==> config.mk <==
export PLATFORM = sky130hd
export DESIGN_NAME = dacip_top
export DESIGN_NICKNAME = d
export VERILOG_FILES = /design/src/logic/dacip_pkg.sv /design/src/logic/dacip_sync2.sv /design/src/logic/dacip_ctrl_port.sv /design/src/logic/dacip_top.sv
export SDC_FILE = /design/constraint.sdc
export NUM_CORES = 1
export LEC_CHECK = 0
export CAP_MARGIN = 30
export CORE_MARGIN = 3
export CORE_UTILIZATION = 45
export DETAILED_ROUTE_END_ITERATION = 6
export DONT_BUFFER_PORTS = 1
export HOLD_SLACK_MARGIN = 0.08
export PLACE_DENSITY = 0.68
export SLEW_MARGIN = 40
export SYNTH_ARGS = -nofsm -noshare
export SYNTH_HDL_FRONTEND = slang
export SYNTH_SLANG_ARGS = --single-unit
==> constraint.sdc <==
create_clock -name CLK -period 8.08 [get_ports CLK]
set_input_delay 0.808 -clock CLK [delete_from_list [all_inputs] [get_ports CLK]]
set_output_delay 0.808 -clock CLK [all_outputs]
set_load 0.005 [all_outputs]
==> src/logic/dacip_pkg.sv <==
// constants shared by the audio input and control port design
package dacip_pkg;
  // mode, status and period register indices reached by the serial port and the bus
  localparam logic [6:0] IDX_ATTN_LEFT   = 7'h10;
  localparam logic [6:0] IDX_ATTN_RIGHT  = 7'h11;
  localparam logic [6:0] IDX_FORMAT_CTRL = 7'h12;
  localparam logic [6:0] IDX_OUTPUT_CTRL = 7'h13;
  localparam logic [6:0] IDX_MODE_CTRL   = 7'h14;
  localparam logic [6:0] IDX_ZERO_CTRL   = 7'h15;
  localparam logic [6:0] IDX_STATUS      = 7'h40;
  localparam logic [6:0] IDX_PERIOD      = 7'h41;
  localparam logic [6:0] MODE_FIRST      = IDX_ATTN_LEFT;
  localparam int         MODE_COUNT      = 6;
  localparam logic [7:0] MODE_RST [MODE_COUNT] =
    '{8'h00, 8'h00, 8'h50, 8'h00, 8'h00, 8'h00};
  // field positions
  localparam int FMT_LSB        = 4;
  localparam int STEREO_SEL_BIT = 2;
  localparam int BYPASS_BIT     = 4;
  localparam int STREAM_BIT     = 5;
  // input format codes
  localparam logic [2:0] FMT_RJ16  = 3'h0;
  localparam logic [2:0] FMT_RJ20  = 3'h1;
  localparam logic [2:0] FMT_RJ24  = 3'h2;
  localparam logic [2:0] FMT_LJ24  = 3'h3;
  localparam logic [2:0] FMT_I2S16 = 3'h4;
  localparam logic [2:0] FMT_I2S24 = 3'h5;
  localparam int         SAMPLE_W  = 24;
  // system clock ratio detection
  localparam int         INIT_CYCLES      = 1024;
  localparam int         RATIO_COUNT      = 6;
  localparam logic [10:0] RATIOS [RATIO_COUNT] =
    '{11'h080, 11'h0c0, 11'h100, 11'h180, 11'h200, 11'h300};
  localparam logic [10:0] RATIO_TOL       = 11'h004;
  localparam logic [2:0]  RATIO_NONE      = 3'h7;
  localparam int          DRIFT_BIT_CLKS  = 6;
  // serial control word
  localparam int CTRL_WORD_BITS = 16;
  localparam int CTRL_HALF_BITS = 8;
  // bus address: register index sits above the byte lanes
  localparam int ADDR_LSB = 2;
  typedef enum logic {LOCK_SEARCH, LOCK_HELD} dacip_lock_e;
endpackage

==> src/logic/dacip_sync2.sv <==
// two-flop synchroniser for a group of pin inputs
`timescale 1ns/10ps
module dacip_sync2 #(
  parameter int               WIDTH     = 1,
  parameter logic [WIDTH-1:0] RESET_VAL = '0
) (
  // clock and reset
  input  wire logic             clk,
  input  wire logic             reset_n,
  // pins and synchronised copies
  input  wire logic [WIDTH-1:0] pin,
  output logic      [WIDTH-1:0] sync
);
  logic [WIDTH-1:0] meta;

  // meta feeds only the second stage
  always_ff @(posedge clk or negedge reset_n) begin
    if (!reset_n) begin
      meta <= RESET_VAL;
      sync <= RESET_VAL;
    end else begin
      meta <= pin;
      sync <= meta;
    end
  end
endmodule

==> src/logic/dacip_ctrl_port.sv <==
// four-wire serial control port, oversampled by the system clock
`timescale 1ns/10ps
module dacip_ctrl_port (
  // clock and reset
  input  wire logic       clk,
  input  wire logic       reset_n,
  // synchronised control pins
  input  wire logic       sclk,
  input  wire logic       sel_n,
  input  wire logic       sdi,
  // register access
  output logic      [6:0] index,
  input  wire logic [7:0] rd_data,
  output logic            wr_pulse,
  output logic      [7:0] wr_data,
  // serial data out, enable low while driving
  output logic            sdo,
  output logic            sdo_oe_n
);
  localparam int CTRL_WORD_BITS = dacip_pkg::CTRL_WORD_BITS;
  localparam int CTRL_HALF_BITS = dacip_pkg::CTRL_HALF_BITS;
  logic        sclk_prev;
  logic [4:0]  cnt;
  logic [15:0] word;
  logic        is_read;
  logic        loaded;
  logic        wr_done;
  logic [7:0]  out_sr;
  logic        rise;
  logic        fall;

  assign rise    = sclk & ~sclk_prev;
  assign fall    = ~sclk & sclk_prev;
  assign index   = (cnt == 5'(CTRL_WORD_BITS)) ? word[14:8] : word[6:0];
  assign wr_data = word[7:0];

  always_ff @(posedge clk or negedge reset_n) begin
    if (!reset_n) sclk_prev <= 1'b0;
    else          sclk_prev <= sclk;
  end

  // select high ends the word, so every word starts fresh
  always_ff @(posedge clk or negedge reset_n) begin
    if (!reset_n) begin
      cnt  <= '0;
      word <= '0;
    end else if (sel_n) begin
      cnt <= '0;
    end else if (rise && cnt < 5'(CTRL_WORD_BITS)) begin
      word <= {word[14:0], sdi};
      cnt  <= cnt + 5'h01;
    end
  end

  // read data fetched once the index byte is complete
  always_ff @(posedge clk or negedge reset_n) begin
    if (!reset_n) begin
      is_read <= 1'b0;
      loaded  <= 1'b0;
      out_sr  <= '0;
    end else if (sel_n) begin
      is_read <= 1'b0;
      loaded  <= 1'b0;
    end else if (cnt == 5'(CTRL_HALF_BITS) && !loaded) begin
      loaded  <= 1'b1;
      is_read <= word[7];
      out_sr  <= rd_data;
    end else if (fall && is_read && cnt >= 5'(CTRL_HALF_BITS)
                 && cnt < 5'(CTRL_WORD_BITS)) begin
      out_sr <= {out_sr[6:0], 1'b0};
    end
  end

  // output moves only after falling edges, or clears when select goes high
  always_ff @(posedge clk or negedge reset_n) begin
    if (!reset_n) begin
      sdo      <= 1'b0;
      sdo_oe_n <= 1'b1;
    end else if (sel_n) begin
      sdo      <= 1'b0;
      sdo_oe_n <= 1'b1;
    end else if (fall && is_read && cnt >= 5'(CTRL_HALF_BITS)
                 && cnt < 5'(CTRL_WORD_BITS)) begin
      sdo      <= out_sr[7];
      sdo_oe_n <= 1'b0;
    end
  end

  // write lands once, after the sixteenth clock
  always_ff @(posedge clk or negedge reset_n) begin
    if (!reset_n) begin
      wr_pulse <= 1'b0;
      wr_done  <= 1'b0;
    end else begin
      wr_pulse <= !sel_n && cnt == 5'(CTRL_WORD_BITS) && !word[15]
                  && !wr_done;
      if (sel_n) wr_done <= 1'b0;
      else if (cnt == 5'(CTRL_WORD_BITS)) wr_done <= 1'b1;
    end
  end
endmodule

==> src/logic/dacip_top.sv <==
// audio input port, clock ratio detection, init and mode registers
// How it works
// - detect system clock to sample rate ratio, 128 through 768.
// - after power-on, run 1024-cycle init, then default state.
// - reset held low 20 ns; release starts 1024-cycle init.
// - audio bits shift in on each rising bit clock edge.
// - drift beyond six bit clocks reinitialises and mutes until relock; here it drops the lock and mutes, with no new init run.
// - three-bit format field in register 18, default 24-bit I2S.
// - samples are two's complement, most significant bit first.
// - left-justified high word clock is left; I2S low is left.
// - bypass bit in register 20 turns pins to external filter port.
// - bypass with stereo bit of register 19 uses stream data pins.
// - stream mode samples both data pins on rising stream clock.
// - stream bit in register 20 selects one-bit stream mode.
// - control port runs on its own clock, asynchronous to all.
// - 16-bit word: read bit, seven-bit index, eight data bits.
// - on reads, register data driven out after eighth clock.
// - on writes, data loaded only after the sixteenth clock.
//
// Implementation choices: the Avalon-MM register port and the placing of the registers.
`timescale 1ns/10ps
module dacip_top #(
  parameter int          INIT_CYCLES         = dacip_pkg::INIT_CYCLES,
  parameter int          BITS_PER_FRAME_LOG2 = 6,
  parameter logic [10:0] RATIO_TOL           = dacip_pkg::RATIO_TOL
) (
  // clock and reset
  input  wire logic        CLK,
  input  wire logic        RESET_N,
  // register bus
  input  wire logic [8:0]  AVS_ADDRESS,
  input  wire logic        AVS_READ,
  input  wire logic        AVS_WRITE,
  input  wire logic [31:0] AVS_WRITEDATA,
  output logic      [31:0] AVS_READDATA,
  output logic             AVS_WAITREQUEST,
  // audio pins
  input  wire logic        PCM_WORD_CLOCK,
  input  wire logic        PCM_BIT_CLOCK,
  input  wire logic        PCM_SERIAL_DATA,
  input  wire logic        STREAM_LEFT_DATA,
  input  wire logic        STREAM_RIGHT_DATA,
  input  wire logic        STREAM_BIT_CLOCK,
  // serial control pins
  input  wire logic        CTRL_CLOCK,
  input  wire logic        CTRL_SELECT_N,
  input  wire logic        CTRL_DATA_IN,
  output logic             CTRL_DATA_OUT,
  output logic             CTRL_DATA_OE_N,
  // decoded audio
  output logic      [23:0] LEFT_SAMPLE,
  output logic      [23:0] RIGHT_SAMPLE,
  output logic             SAMPLE_VALID,
  output logic             STREAM_LEFT_BIT,
  output logic             STREAM_RIGHT_BIT,
  output logic             STREAM_VALID,
  // status
  output logic             INIT_BUSY,
  output logic             OUTPUT_MUTED
);
  generate
    if (INIT_CYCLES < 1 || INIT_CYCLES > 2047)
      $error("INIT_CYCLES must lie in 1..2047");
    if (BITS_PER_FRAME_LOG2 < 1 || BITS_PER_FRAME_LOG2 > 7)
      $error("BITS_PER_FRAME_LOG2 must lie in 1..7");
  endgenerate

  localparam logic [10:0] INIT_LAST = 11'(INIT_CYCLES - 1);

  logic [8:0]  pins_s;
  logic        wclk_s, bclk_s, pdat_s, sl_s, sr_s, sbclk_s;
  logic        cclk_s, csel_s, cdin_s;
  logic [7:0]  mode_reg [dacip_pkg::MODE_COUNT];
  logic [10:0] init_cnt;
  logic [6:0]  ctrl_idx;
  logic        ctrl_wr;
  logic [7:0]  ctrl_wdata;
  logic [15:0] ctrl_rd16;
  logic [6:0]  bus_idx;
  logic        bus_wr;

  // every pin is foreign to CLK; control pins idle with select high
  dacip_sync2 #(.WIDTH(9), .RESET_VAL(9'h002)) u_sync (
    .clk     (CLK),
    .reset_n (RESET_N),
    .pin     ({PCM_WORD_CLOCK, PCM_BIT_CLOCK, PCM_SERIAL_DATA,
               STREAM_LEFT_DATA, STREAM_RIGHT_DATA, STREAM_BIT_CLOCK,
               CTRL_CLOCK, CTRL_SELECT_N, CTRL_DATA_IN}),
    .sync    (pins_s)
  );
  assign {wclk_s, bclk_s, pdat_s, sl_s, sr_s, sbclk_s,
          cclk_s, csel_s, cdin_s} = pins_s;

  // initialisation after reset release, registers held at default
  always_ff @(posedge CLK or negedge RESET_N) begin
    if (!RESET_N) begin
      init_cnt  <= '0;
      INIT_BUSY <= 1'b1;
    end else if (INIT_BUSY) begin
      init_cnt <= init_cnt + 11'h001;
      if (init_cnt == INIT_LAST) INIT_BUSY <= 1'b0;
    end
  end

  // control port lives on its own clock, seen here through sync
  dacip_ctrl_port u_ctrl (
    .clk      (CLK),
    .reset_n  (RESET_N),
    .sclk     (cclk_s),
    .sel_n    (csel_s),
    .sdi      (cdin_s),
    .index    (ctrl_idx),
    .rd_data  (ctrl_rd16[7:0]),
    .wr_pulse (ctrl_wr),
    .wr_data  (ctrl_wdata),
    .sdo      (CTRL_DATA_OUT),
    .sdo_oe_n (CTRL_DATA_OE_N)
  );

  // mode registers
  logic [2:0]          fmt;
  logic                bypass_en;
  logic                stereo_sel;
  logic                stream_mode;
  assign fmt         = mode_reg[2][dacip_pkg::FMT_LSB +: 3];
  assign stereo_sel  = mode_reg[3][dacip_pkg::STEREO_SEL_BIT];
  assign bypass_en   = mode_reg[4][dacip_pkg::BYPASS_BIT];
  assign stream_mode = mode_reg[4][dacip_pkg::STREAM_BIT];

  assign bus_idx = AVS_ADDRESS[dacip_pkg::ADDR_LSB +: 7];
  assign bus_wr  = AVS_WRITE && !AVS_WAITREQUEST;

  // serial write beats a bus write to the same register
  generate
    for (genvar i = 0; i < dacip_pkg::MODE_COUNT; i++) begin : g_mode
      localparam logic [6:0] IDX = 7'(dacip_pkg::MODE_FIRST + 7'(i));
      always_ff @(posedge CLK or negedge RESET_N) begin
        if (!RESET_N) mode_reg[i] <= dacip_pkg::MODE_RST[i];
        else if (INIT_BUSY) mode_reg[i] <= dacip_pkg::MODE_RST[i];
        else if (ctrl_wr && ctrl_idx == IDX)
          mode_reg[i] <= ctrl_wdata;
        else if (bus_wr && bus_idx == IDX)
          mode_reg[i] <= AVS_WRITEDATA[7:0];
      end
    end
  endgenerate

  // ratio detection and drift watch
  dacip_pkg::dacip_lock_e lock_state;
  logic        wclk_prev;
  logic        wrise;
  logic [10:0] period_cnt;
  logic [10:0] period_meas;
  logic [10:0] new_period;
  logic [2:0]  new_code;
  logic [2:0]  ratio_code;
  logic [10:0] lock_ratio;
  logic [10:0] phase;
  logic [10:0] phase_dev;
  logic [13:0] drift_tol;

  assign wrise      = wclk_s & ~wclk_prev;
  assign new_period = period_cnt + 11'h001;

  // nearest supported ratio within tolerance
  always_comb begin
    new_code = dacip_pkg::RATIO_NONE;
    for (int r = 0; r < dacip_pkg::RATIO_COUNT; r++) begin
      if (new_period + RATIO_TOL >= dacip_pkg::RATIOS[r] &&
          new_period <= dacip_pkg::RATIOS[r] + RATIO_TOL)
        new_code = 3'(r);
    end
  end

  always_comb begin
    phase_dev = (phase < (lock_ratio >> 1)) ? phase : lock_ratio - phase;
    drift_tol = 14'((14'(dacip_pkg::DRIFT_BIT_CLKS) * 14'(lock_ratio))
                >> BITS_PER_FRAME_LOG2);
  end

  always_ff @(posedge CLK or negedge RESET_N) begin
    if (!RESET_N) begin
      wclk_prev   <= 1'b0;
      period_cnt  <= '0;
      period_meas <= '0;
    end else begin
      wclk_prev <= wclk_s;
      if (wrise) begin
        period_cnt  <= '0;
        period_meas <= new_period;
      end else if (period_cnt != 11'h7ff) begin
        period_cnt <= new_period;
      end
    end
  end

  // word clock only needs a stable ratio, not a set phase
  always_ff @(posedge CLK or negedge RESET_N) begin
    if (!RESET_N) begin
      lock_state <= dacip_pkg::LOCK_SEARCH;
      ratio_code <= dacip_pkg::RATIO_NONE;
      lock_ratio <= dacip_pkg::RATIOS[0];
      phase      <= '0;
    end else begin
      unique case (lock_state)
        dacip_pkg::LOCK_SEARCH: begin
          if (wrise && new_code != dacip_pkg::RATIO_NONE) begin
            lock_state <= dacip_pkg::LOCK_HELD;
            ratio_code <= new_code;
            lock_ratio <= dacip_pkg::RATIOS[new_code];
            phase      <= 11'h001;
          end
        end
        dacip_pkg::LOCK_HELD: begin
          phase <= (phase == lock_ratio - 11'h001) ? '0
                   : phase + 11'h001;
          // a stopped word clock also drops the lock
          if ((wrise && 14'(phase_dev) > drift_tol) ||
              period_cnt == 11'h7ff) begin
            lock_state <= dacip_pkg::LOCK_SEARCH;
            ratio_code <= dacip_pkg::RATIO_NONE;
          end
        end
      endcase
    end
  end

  // audio serial input
  logic        bclk_prev;
  logic        brise;
  logic        path_on;
  logic        lr_seen;
  logic [5:0]  bit_cnt;
  logic [23:0] shift_a;
  logic [23:0] shift_b;
  logic        is_i2s;
  logic        is_rj;
  logic [4:0]  width;
  logic        boundary;
  logic [5:0]  this_bit;
  logic        take;
  logic        d_a;
  logic        stereo_byp;
  logic        left_level;
  logic [23:0] aligned_a;
  logic [23:0] aligned_b;

  assign brise      = bclk_s & ~bclk_prev;
  assign path_on    = !INIT_BUSY && !stream_mode
                      && lock_state == dacip_pkg::LOCK_HELD;
  assign stereo_byp = bypass_en && stereo_sel;
  assign d_a        = stereo_byp ? sl_s : pdat_s;
  assign boundary   = wclk_s != lr_seen;
  assign this_bit   = boundary ? 6'h00 : bit_cnt;

  always_comb begin
    is_i2s = !bypass_en && (fmt == dacip_pkg::FMT_I2S16 ||
                            fmt == dacip_pkg::FMT_I2S24);
    is_rj  = bypass_en || fmt == dacip_pkg::FMT_RJ16 ||
             fmt == dacip_pkg::FMT_RJ20 || fmt == dacip_pkg::FMT_RJ24;
    if (bypass_en) width = 5'(dacip_pkg::SAMPLE_W);
    else if (fmt == dacip_pkg::FMT_RJ16 || fmt == dacip_pkg::FMT_I2S16)
      width = 5'd16;
    else if (fmt == dacip_pkg::FMT_RJ20) width = 5'd20;
    else width = 5'(dacip_pkg::SAMPLE_W);
    // i2s word starts one bit after the word clock edge
    if (is_rj) take = 1'b1;
    else if (is_i2s) take = this_bit >= 6'h01 && this_bit <= 6'(width);
    else take = this_bit < 6'(width);
    left_level = !is_i2s;
    // msb-first word left-aligned, low bits zero, sign kept
    aligned_a = shift_a << (5'(dacip_pkg::SAMPLE_W) - width);
    aligned_b = shift_b << (5'(dacip_pkg::SAMPLE_W) - width);
  end

  always_ff @(posedge CLK or negedge RESET_N) begin
    if (!RESET_N) begin
      bclk_prev <= 1'b0;
      lr_seen   <= 1'b0;
      bit_cnt   <= '0;
      shift_a   <= '0;
      shift_b   <= '0;
    end else begin
      bclk_prev <= bclk_s;
      if (brise && path_on) begin
        if (take) shift_a <= {shift_a[22:0], d_a};
        if (take) shift_b <= {shift_b[22:0], sr_s};
        lr_seen <= wclk_s;
        if (boundary) bit_cnt <= 6'h01;
        else if (bit_cnt != 6'h3f) bit_cnt <= bit_cnt + 6'h01;
      end
    end
  end

  // bipolar zero whenever the path is not locked and running
  always_ff @(posedge CLK or negedge RESET_N) begin
    if (!RESET_N) begin
      LEFT_SAMPLE  <= '0;
      RIGHT_SAMPLE <= '0;
      SAMPLE_VALID <= 1'b0;
      OUTPUT_MUTED <= 1'b1;
    end else begin
      SAMPLE_VALID <= 1'b0;
      OUTPUT_MUTED <= !path_on;
      if (!path_on) begin
        LEFT_SAMPLE  <= '0;
        RIGHT_SAMPLE <= '0;
      end else if (brise && boundary) begin
        if (stereo_byp) begin
          if (lr_seen) begin
            LEFT_SAMPLE  <= aligned_a;
            RIGHT_SAMPLE <= aligned_b;
            SAMPLE_VALID <= 1'b1;
          end
        end else if (lr_seen == left_level) begin
          LEFT_SAMPLE <= aligned_a;
        end else begin
          RIGHT_SAMPLE <= aligned_a;
          SAMPLE_VALID <= 1'b1;
        end
      end
    end
  end

  // one-bit stream input
  logic sbclk_prev;
  always_ff @(posedge CLK or negedge RESET_N) begin
    if (!RESET_N) begin
      sbclk_prev       <= 1'b0;
      STREAM_LEFT_BIT  <= 1'b0;
      STREAM_RIGHT_BIT <= 1'b0;
      STREAM_VALID     <= 1'b0;
    end else begin
      sbclk_prev   <= sbclk_s;
      STREAM_VALID <= 1'b0;
      if (sbclk_s && !sbclk_prev && stream_mode && !INIT_BUSY) begin
        STREAM_LEFT_BIT  <= sl_s;
        STREAM_RIGHT_BIT <= sr_s;
        STREAM_VALID     <= 1'b1;
      end
    end
  end

  // register read view shared by both ports
  function automatic logic [15:0] read_reg(input logic [6:0] idx);
    logic [6:0] off;
    off = idx - dacip_pkg::MODE_FIRST;
    if (idx >= dacip_pkg::MODE_FIRST &&
        off < 7'(dacip_pkg::MODE_COUNT))
      read_reg = {8'h00, mode_reg[off[2:0]]};
    else if (idx == dacip_pkg::IDX_STATUS)
      read_reg = {11'h000, ratio_code,
                  lock_state == dacip_pkg::LOCK_HELD, INIT_BUSY};
    else if (idx == dacip_pkg::IDX_PERIOD)
      read_reg = {5'h00, period_meas};
    else
      read_reg = 16'h0000;
  endfunction

  assign ctrl_rd16 = read_reg(ctrl_idx);

  // one wait state per access, then the answer
  always_ff @(posedge CLK or negedge RESET_N) begin
    if (!RESET_N) begin
      AVS_WAITREQUEST <= 1'b1;
      AVS_READDATA    <= '0;
    end else begin
      AVS_WAITREQUEST <= !((AVS_READ || AVS_WRITE) && AVS_WAITREQUEST);
      if (AVS_READ && AVS_WAITREQUEST)
        AVS_READDATA <= {16'h0000, read_reg(bus_idx)};
    end
  end
endmodule

### After elaboration in Yosys (flattened, before gate mapping)

Memory sizes are Yosys's and may differ from the RTL's. A register that Yosys moved wholly into a read port is not among the register bits.
Cells that the tools add are included.

* register bits after elaboration: 279
* bits of input ports: 54
* memories: 1
* bits in read-only memories: 88
* output and inout port bits: 89

Memory list
* (name not given): depth 8, width 11, rd ports 1, clocked after Yosys merged registers in 1, write ports 0, RTL line dacip_top.sv:210 `lock_ratio <= dacip_pkg::RATIOS[new_code];`

* multipliers: 1
* equality and inequality tests: 36
* bitwise operators: 13
* shifts and indexed selects: 2
* add/subtract/negate cells: 11
* magnitude comparators: 25
* reductions and logical operators: 85
* muxes and demuxes: 90

Operator list (number)
* $mux 24: 10
* $mux 8: 27
* $mux 11: 8
* $eq 7x5->1 const B: 12
* $bmux 8 s3: 2
* $shl 24x5->24: 2
* $logic_and 1x1->1: 43
* $add 11x1->11 const B: 3
* $eq 7x7->1 const B: 4
* $mux 3: 8
* $mux 1: 23
* $ge 11x10->1 const B: 2
* $ge 11x8->1 const B: 2
* $ge 11x9->1 const B: 2
* $le 11x10->1 const B: 2
* $le 11x8->1 const B: 2
* $le 11x9->1 const B: 2
* $pmux 11 s2: 1
* $mux 6: 3
* $reduce_bool 3->1: 6
* $ge 7x5->1 const B: 2
* $lt 7x3->1 const B: 2
* $reduce_bool 2->1: 7
* $sub 7x5->7 const B: 2
* other kinds (44): 86

### Longest topological paths before layout

Gate-level depths: netlist of the first run.

* depth in word-level cells: 14
* mapped depth: 18

### Cells and area by module

From an unflattened synthesis of the first run, not the netlist that was laid out.

* cells, all modules: 1583
* area total of the unflattened synthesis: 15960.3 um^2

Modules (own cells, without submodules)
* dacip_top: cells an instance 1435, seq. area each 5616.6 um^2, area each 13832.0 um^2, times used 1
* dacip_ctrl_port: cells an instance 130, seq. area each 902.1 um^2, area each 1675.4 um^2, times used 1
* dacip_sync2: cells an instance 18, seq. area each 452.9 um^2, area each 452.9 um^2, times used 1

### Worst setup path before layout of the first run

Ideal clock, no wire load.

* kind: register to register
* start point: register mode_reg, in the netlist fmt[1]
* end point: register shift_a[17]
* data arrival time: 3.442 ns
* library setup time: 0.125 ns
* stages on the path, launching flop included: 15
* clock period less this slack: 3.566 ns
* data required time: 7.955 ns
* path buffers: 4
* slack: 4.514 ns
* path through: dfrtp_1 nor2_1 nand3b_1 inv_1 clkbuf_1 clkbuf_1 ha_1 nand2_1 nor4_1 nor3_1 a311oi_1 o41ai_1 buf_2 buf_2 mux2_2

* longest elaborated chain between the ends: 9
* elaborated cells on any way between the ends: 20

RTL lines
* start, declared: RTL line dacip_top.sv:73 `logic [7:0] mode_reg [dacip_pkg::MODE_COUNT];`
* start signal, assigned by index: RTL line dacip_top.sv:138 `if (!RESET_N) mode_reg[i] <= dacip_pkg::MODE_RST[i];`
* start signal, assigned by index: RTL line dacip_top.sv:139 `else if (INIT_BUSY) mode_reg[i] <= dacip_pkg::MODE_RST[i];`
* start signal, assigned by index: RTL line dacip_top.sv:141 `mode_reg[i] <= ctrl_wdata;`
* $eq 3x1->1, or another cell as far along: RTL line dacip_top.sv:260, dacip_top.sv:264
* $mux 4 / $logic_or 1x1->1 (equally long branches): RTL line dacip_top.sv:264, dacip_top.sv:262
* $mux 4: RTL line dacip_top.sv:262 `else if (fmt == dacip_pkg::FMT_RJ16 || fmt == dacip_pkg::FMT_I2S16)`
* $mux 4: RTL line dacip_top.sv:261 `if (bypass_en) width = 5'(dacip_pkg::SAMPLE_W);`
* $le 6x5->1: RTL line dacip_top.sv:268 `else if (is_i2s) take = this_bit >= 6'h01 && this_bit <= 6'(width);`
* $logic_and 1x1->1: RTL line dacip_top.sv:268
* $mux 1: RTL line dacip_top.sv:268
* $mux 1 *: RTL line dacip_top.sv:267 `if (is_rj) take = 1'b1;`
* $reduce_and 2->1 (no line) *
* end signal, assigned: RTL line dacip_top.sv:286 `if (take) shift_a <= {shift_a[22:0], d_a};`
* end, declared: RTL line dacip_top.sv:234 `logic [23:0] shift_a;`

Mark *: on every way between the ends. The rest lies on a longest branch, timed or not.
A chain may end at the register's enable or synchronous reset.

### Final worst setup path of the first run

* start point: register lock_ratio[8]
* end point: register ratio_code[2]

* longest elaborated chain between the ends: 7
* elaborated cells on any way between the ends: 9

RTL lines
* start, declared: RTL line dacip_top.sv:157 `logic [10:0] lock_ratio;`
* branches (longest 2 deep; another with $mul 2x11->13)
* $gt 11x8->1 *: RTL line dacip_top.sv:218 `if ((wrise && 14'(phase_dev) > drift_tol) ||`
* $logic_and 1x1->1 *: RTL line dacip_top.sv:218
* $logic_or 1x1->1 *: RTL line dacip_top.sv:218
* $ne 2x1->1 (no line) *
* $reduce_and 2->1 (no line) *
* end signal, assigned: RTL line dacip_top.sv:201 `ratio_code <= dacip_pkg::RATIO_NONE;`
* end signal, assigned: RTL line dacip_top.sv:209 `ratio_code <= new_code;`
* end signal, assigned: RTL line dacip_top.sv:221 `ratio_code <= dacip_pkg::RATIO_NONE;`
* end, declared: RTL line dacip_top.sv:156 `logic [2:0] ratio_code;`

Every way passes the cells marked *.

==> results.cfg, run 1 <==
[status]
status = finished clean

[floorplanning]
initial_core_util_pct = 46.1
dieWidth_um = 193
die_area_sq_mm = 0.0371
pin_count = 143
die_h_um = 193
coreArea_sq_mm = 0.0340
std_cell_rows = 67

[worst_setup_path]
worstSetupStartpointType = register
endpoint_kind = register
cp_data_required_time_ns = 8.55
crit_end = ratio_code[2]
r2r_slack_ns = 4.08
path_class = reg -> reg
arrival_ns = 4.46
r2r_end = ratio_code[2]
r2r_cells = 17
r2r-start = lock_ratio[8]
critPathLaunch = lock_ratio[8]
cp_max_fo = 10

[power_and_ir_drop]
vdd_drop_max_mv = 0.174
p_per_area_mw_per_mm2 = 198
p_leak_uw = 0.00738
p_total_uw = 3360

[finish]
largest_register_ffs = 44
fillers = 3065
final_layout_size_suffix_gt1_share_pct = 13.5
utilization_pct = 50.0
num-nets-final = 1675
seqCellArea_sq_mm = 0.00697
areaGrowthSynthToFinish_pct = 8.49
multi_input_area_sq_mm = 0.00807

[global_route]
grt_first_pass_wirelength_um = 62500
use_met2_pct = 33.5
grtUsageTotal_pct = 20.7
use_met1_pct = 29.3
overflow = 0
grt_max_degree = 267
use_met3_pct = 2.80
grt_pass1_vias = 11600
busiest_layer = met2
antenna_found_initial = 1

[drt]
viasPerCell = 5.88
drt_iter0_drc = 1144
first_pass_iters = 6
post_drt_wl_per_cell_um = 18.9
num_vias = 12100
detail-route-antenna-nets = 0
drc = 0
drt-total-wl_um = 38700

[place]
place_ws_ns = 4.14
globalplace.congestion = 0.904
dp_hpwl_um = 26600
port_buffers = 0

[clock_network]
htree_levels = 1
numCtsBuffers = 29
clockBufferDepth = 3
cts_resized = 0
clk_latency_ns = 0.57
cts.sink_count = 278
hold_buffers = 3
cts_setup_buffers = 0
tritoncts = built
clk_pin_slew_ns = 0.07
root_buffer = clkbuf_16

[yosys]
synth_fa_ha_area_share_pct = 3.40
ys_warn_count = 0
ys_ff_latch = 278
synth_edf_count = 0
seq_area_frac_synth_pct = 44.5
async_flop_share_pct = 100
synth.distinct_cells = 84
synth_area_sq_mm = 0.0157
syn_inst = 1634
synth_mux_area_share_pct = 13.2
ys_dominant_reg_cell = dfrtp_1
avgSynthCellArea_sq_um = 9.58
synth-simple-area-share_pct = 16.1
synth_compound_area_share_pct = 15.4
synth_top_family_by_area = simple AND/OR/NAND/NOR gates
synth_xor_xnor_area_share_pct = 2.57

[timing]
finClkSkew_ns = 0.0223
worst_pin_slew_ns = 0.851
min_period_ns = 4.00
hold_viol = 0
slew_viol_final = 0
maxSlewHeadroom_pct = 42.8
clock.fmax_ghz = 0.250
min_period_over_period_pct = 49.5
rsz0062_at_grt = false
tns_ns = 0
setup_viol = 0
setup_slack_ns = 4.08

[run]
cap_violations = 0

[worst_hold_path]
min-delay-path-class = in -> async
## cell usage after synthesis (8+ instances only)
cell type	count	area share, %
a22oi_1	28	1.3
dfrtp_1	266	43
o21ai_0	126	4.0
mux2i_1	82	5.2
nand2b_1	11	0.44
a31oi_1	13	0.52
xnor2_1	30	1.7
buf_2	14	0.45
nor2b_1	18	0.72
inv_1	34	0.82
buf_4	27	1.3
o21a_1	8	0.38
nor2_1	117	2.8
a21oi_1	83	2.7
mux2_2	78	5.6
nand4_1	15	0.60
xor2_1	16	0.89
dfstp_2	12	2.0
mux4_2	16	2.3
a22o_1	14	0.78
nor3_1	20	0.64
ha_1	41	3.3
and2_1	9	0.36
clkbuf_1	71	1.7
a211oi_1	24	1.2
buf_1	14	0.34
nand2_1	268	6.4
a311oi_1	15	0.84
nand3_1	39	1.2
## worst max-delay path, stage by stage, from the launching register on
cell      delay (ns)
dfrtp_1         0.49
inv_1           0.21
ha_1            0.32
o21ai_0         0.14
a21oi_1         0.05
or4_1           0.59
nand2_1         0.13
o21ai_0         0.11
ha_1            0.32
o21a_1          0.13
o211ai_1        0.08
nand2_1         0.07
a21o_1          0.10
a21oi_1         0.06
o221a_2         0.27
a31oi_1         0.49
nor2_1          0.08
o21ai_0         0.25
## how the worst min path moves through the flow
| stage | start | to | slack [ns] | depth (start not counted) |
|---|---|---|---|---|
| after floorplan | u_sync.meta[0] | u_sync.sync[0] | 0.33 | 0 |
| after global placement | u_sync.meta[4] | u_sync.sync[4] | 0.33 | 0 |
| after detailed placement | u_sync.meta[8] | u_sync.sync[8] | 0.34 | 0 |
| after CTS | CTRL_SELECT_N | u_sync.meta[1] | 0.21 | 0 |
| after global routing | RESET_N | RIGHT_SAMPLE[20] | 0.14 | 1 |
| final | RESET_N | SAMPLE_VALID | 0.12 | 1 |
## stage by stage
step / cells / instance area, sq um / hold slack, ns
final: 2051 / 17000 / 0.117
after global routing: 2050 / 17000 / 0.136
after CTS: 2048 / 16900 / 0.212
after detailed placement: 1991 / 15900 / 0.337
after global placement: 1990 / 15800 / 0.333
after floorplan: 1654 / 15700 / 0.331
## cell usage in the layout (no fill, tap or decap), drive strengths merged, types with 9 or more instances in the layout
cell	instances
a22oi	28
or2	9
a211oi	30
nand4	16
mux2i	82
a22o	14
nor3	21
mux2	79
nand2b	11
o21ai	130
a21oi	85
dfrtp	266
dfstp	12
nand3	39
and2	10
clkbuf	39
nor4	11
a31oi	13
conb	21
xor2	16
ha	41
a311oi	15
xnor2	30
buf	19
inv	38
nor2b	18
mux4	16
nor2	117
nand2	268
## routing by layer
| layer | part of all wire, % | routed length, um | up-vias |
|---|---|---|---|
| met5 | 0 | 0 | - |
| met4 | 2.7 | 1050 | 0 |
| met3 | 5.6 | 2160 | 78 |
| met2 | 47 | 18200 | 372 |
| met1 | 45 | 17200 | 5943 |
| li1 | - | - | 5657 |
## final cells by class
cell class	count	share of cell area [%]
multi-input combinational	1214	47.5
sequential	278	41.0
clock buffer	39	4.91
tap	448	3.30
timing repair buffer	20	1.28
clock inverter	15	1.13
inverter	36	0.796
antenna	1	0.0147
## logic make-up (layout without fill, tap and decap cells)
logic type | after synthesis | count (layout)
other | 1 | 22
and+or+nand+nor | 553 | 553
AOI/OAI and AO/OA | 375 | 375
xor gates and xnor gates | 46 | 46
adders and majority gates | 42 | 42
buffers and inverters | 162 | 110
muxes | 177 | 177
DFF | 278 | 278
## power breakdown
group	leakage, uW	total [uW]	switching [uW]	internal (uW)
sequential	0.00376	1560	109	1450
combinational	0.00312	395	243	152
clock	0.000497	1410	584	829
total	0.00738	3360	936	2430
Note: power is estimated with default switching activity, not from simulation.
==> run 2, diff against run 1 <==
- ABC_AREA: default -> 1
- PLACE_DENSITY: 0.68 -> 0.7
- clock period: 8.08 -> 3.2 ns (I/O delays scaled with it)
==> results.cfg, run 2 <==
[worst_setup_path]
cpPeakStageDelay_ns = 0.38
arrival_ns = 3.43
cp_max_fo = 9
crit_chain = inv_1, ha_1, inv_1, nor2_1, nand3_2, nand2_1, o21ai_2, ha_1, ha_1, nand3b_1, nor2_1, buf_4, inv_1, a21oi_1, o21ai_0, nand2_1, o21ai_0, o21ai_0
path_class = reg -> reg
critical-path-slowest-cell = dfrtp_1
cp_data_required_time_ns = 3.65
worstSetupStartpointType = register
crit_buf_inv = 4
endpoint_kind = register
critPathTopFamily = simple AND/OR/NAND/NOR gates

[drt]
detail-route-antenna-nets = 0
post_drt_wl_per_cell_um = 17.7
viasPerCell = 5.56
drt_iter0_drc = 1176
drt-total-wl_um = 44000
num_vias = 13800
drc = 0
first_pass_iters = 5

[yosys]
synth_top_area_share_pct = 43.0
syn_inst = 1974
ys_top_cells_by_area = dfrtp_1 (43%), nand2_1 (12%), o21ai_0 (7.5%)
synth_largest_area_cell = dfrtp_1
post-synth-top-count-cell = nand2_1
ys_dominant_reg_cell = dfrtp_1
avgSynthCellArea_sq_um = 7.85
ys_ff_latch = 278
ys_warn_count = 0
synth.distinct_cells = 56
synth_area_sq_mm = 0.0155
synth_edf_count = 0
synth_common_cells = nand2_1 (509), dfrtp_1 (266), o21ai_0 (233)
async_flop_share_pct = 100
seq_area_frac_synth_pct = 45.0

[floorplanning]
initial_core_util_pct = 46.0
std_cell_rows = 67
dieWidth_um = 192
coreArea_sq_mm = 0.0337
pin_count = 143
die_h_um = 192
die_area_sq_mm = 0.0367

[place]
port_buffers = 0
placed_cells = 2411
dp_hpwl_um = 31700
place_area_sq_mm = 0.0162
globalplace.congestion = 0.943

[global_route]
antenna_found_initial = 0
grtUsageTotal_pct = 23.7
grt_max_degree = 279
grt_first_pass_wirelength_um = 70100
grt_pass1_vias = 13100
overflow = 0

[timing]
maxSlewHeadroom_pct = 45.5
fin_hold_ws_ns = -0.560
clock.fmax_ghz = 0.336
hold_viol = 278
slew_viol_final = 0
setup_viol = 0
worst_pin_slew_ns = 0.815
min_period_ns = 2.98
min_period_over_period_pct = 93.1
finClkSkew_ns = 0.0116

[clock_network]
clockBufferDepth = 3
tritoncts = built
numCtsBuffers = 31
clk_pin_slew_ns = 0.06
clk_latency_ns = 0.58
root_buffer = clkbuf_16
cts.sink_count = 278
hold_buffers = 12
htree_levels = 1

[status]
status = finished, violations left
violations = hold timing

[finish]
largest_register_ffs = 44
num_antenna_cells = 0
final_cells = 2485
layout_commonest_cell = nand2_1
num-nets-final = 2108
design_area_sq_mm = 0.0176
areaGrowthSynthToFinish_pct = 13.3
final_cell_mix = nand2_1 (504), dfrtp_1 (265), o21ai_0 (230), inv_1 (221), nor2_1 (90)
utilization_pct = 52.1
final_layout_size_suffix_gt1_share_pct = 10.9

[power_and_ir_drop]
p_per_area_mw_per_mm2 = 477
p_switching_uw = 2220
p_sw_share_pct = 26.5
vdd_drop_max_mv = 0.427
internal-power_uw = 6150
p_total_uw = 8370
p_comb_share_pct = 9.5
p_clk_share_pct = 45.0
seqPwrFrac_pct = 45.5
p_leak_uw = 0.00847

[worst_hold_path]
min-delay-path-class = in -> async

[run]
cap_violations = 0
## run 2: cell count changes in the layout (fill, tap and decap cells not counted), moves of 69 or more
cell	before	now
mux2i_1	81	2
o21ai_0	126	230
inv_1	34	221
nand2_1	268	504
o22ai_1	2	71
mux2_2	78	6
## run 2: metal layers
metal	GRT usage (%)	vias to the layer above	part of all wire, %
met5	0	-	0
met4	7.48	0	3.1
met3	4.00	95	6.4
met2	38.6	466	47
met1	32.4	6566	43
li1	-	6680	-
## run 2: power by group through the flow
stage	registers, uW	logic (uW)	clock network (uW)
after floorplan	3800	527	0
after global placement	3860	712	0
after detailed placement	3860	728	0
after CTS	3800	745	3840
after global routing	3820	898	3980
final	3800	797	3770
## run 2: layout make-up
class / count / area [sq um]
Multi-Input combinational cell: 1386 / 7390
Clock inverter: 19 / 204
Sequential cell: 278 / 6970
Fill cell: 3182 / 16100
Timing Repair Buffer: 83 / 666
Clock buffer: 39 / 886
Tap cell: 448 / 561
Inverter: 232 / 877
## run 2: kinds of logic after synthesis
kind of cell	share of synthesized area (%)
buffers and inverters	8.67
muxes	0.565
and+or+nand+nor	22.0
other	0.0242
AOI/OAI and AO/OA	18.8
DFF	45.0
adders and majority gates	3.44
xor gates and xnor gates	1.41
## run 2: path summary, 6_finish.rpt
kind                            cells past startpoint            from                to  slack (ns)
worst max-delay path                               18   u_ctrl.cnt[1]  u_ctrl.out_sr[3]        0.22
worst min-delay path                                0         RESET_N   LEFT_SAMPLE[10]       -0.56
worst max register to register                     18   u_ctrl.cnt[1]  u_ctrl.out_sr[3]        0.22
worst min register to register                      0  u_sync.meta[6]    u_sync.sync[6]        0.35
max in group asynchronous                           0         RESET_N   AVS_WAITREQUEST        3.42
min in group CLK                                    3  AVS_ADDRESS[4]   AVS_READDATA[4]        0.13
## run 2: timing repair
| action | 4_1_cts | 5_1_grt |
|---|---|---|
| buffers inserted | 0 | 3 |
| gates resized for setup | 0 | 30 |
| endpoints found under the hold margin | 290 | 278 |
| endpoints found under the setup margin | 0 | 50 |
## run 2: worst reg2reg max path, stage by stage (launching register included)
cell	delay, ns
dfrtp_1	0.38
inv_1	0.10
ha_1	0.16
inv_1	0.04
nor2_1	0.15
nand3_2	0.21
nand2_1	0.14
o21ai_2	0.08
ha_1	0.21
ha_1	0.27
nand3b_1	0.11
nor2_1	0.05
buf_4	0.17
inv_1	0.23
a21oi_1	0.07
o21ai_0	0.16
nand2_1	0.10
o21ai_0	0.15
o21ai_0	0.10
## run 2: per-stage QoR
stage | worst slack (ns) | setup TNS, ns
after floorplan | 0.118 | 0
after global placement | 0.142 | 0
after detailed placement | 0.123 | 0
after CTS | 0.0972 | 0
after global routing | -0.0165 | -0.0177
final | 0.222 | 0
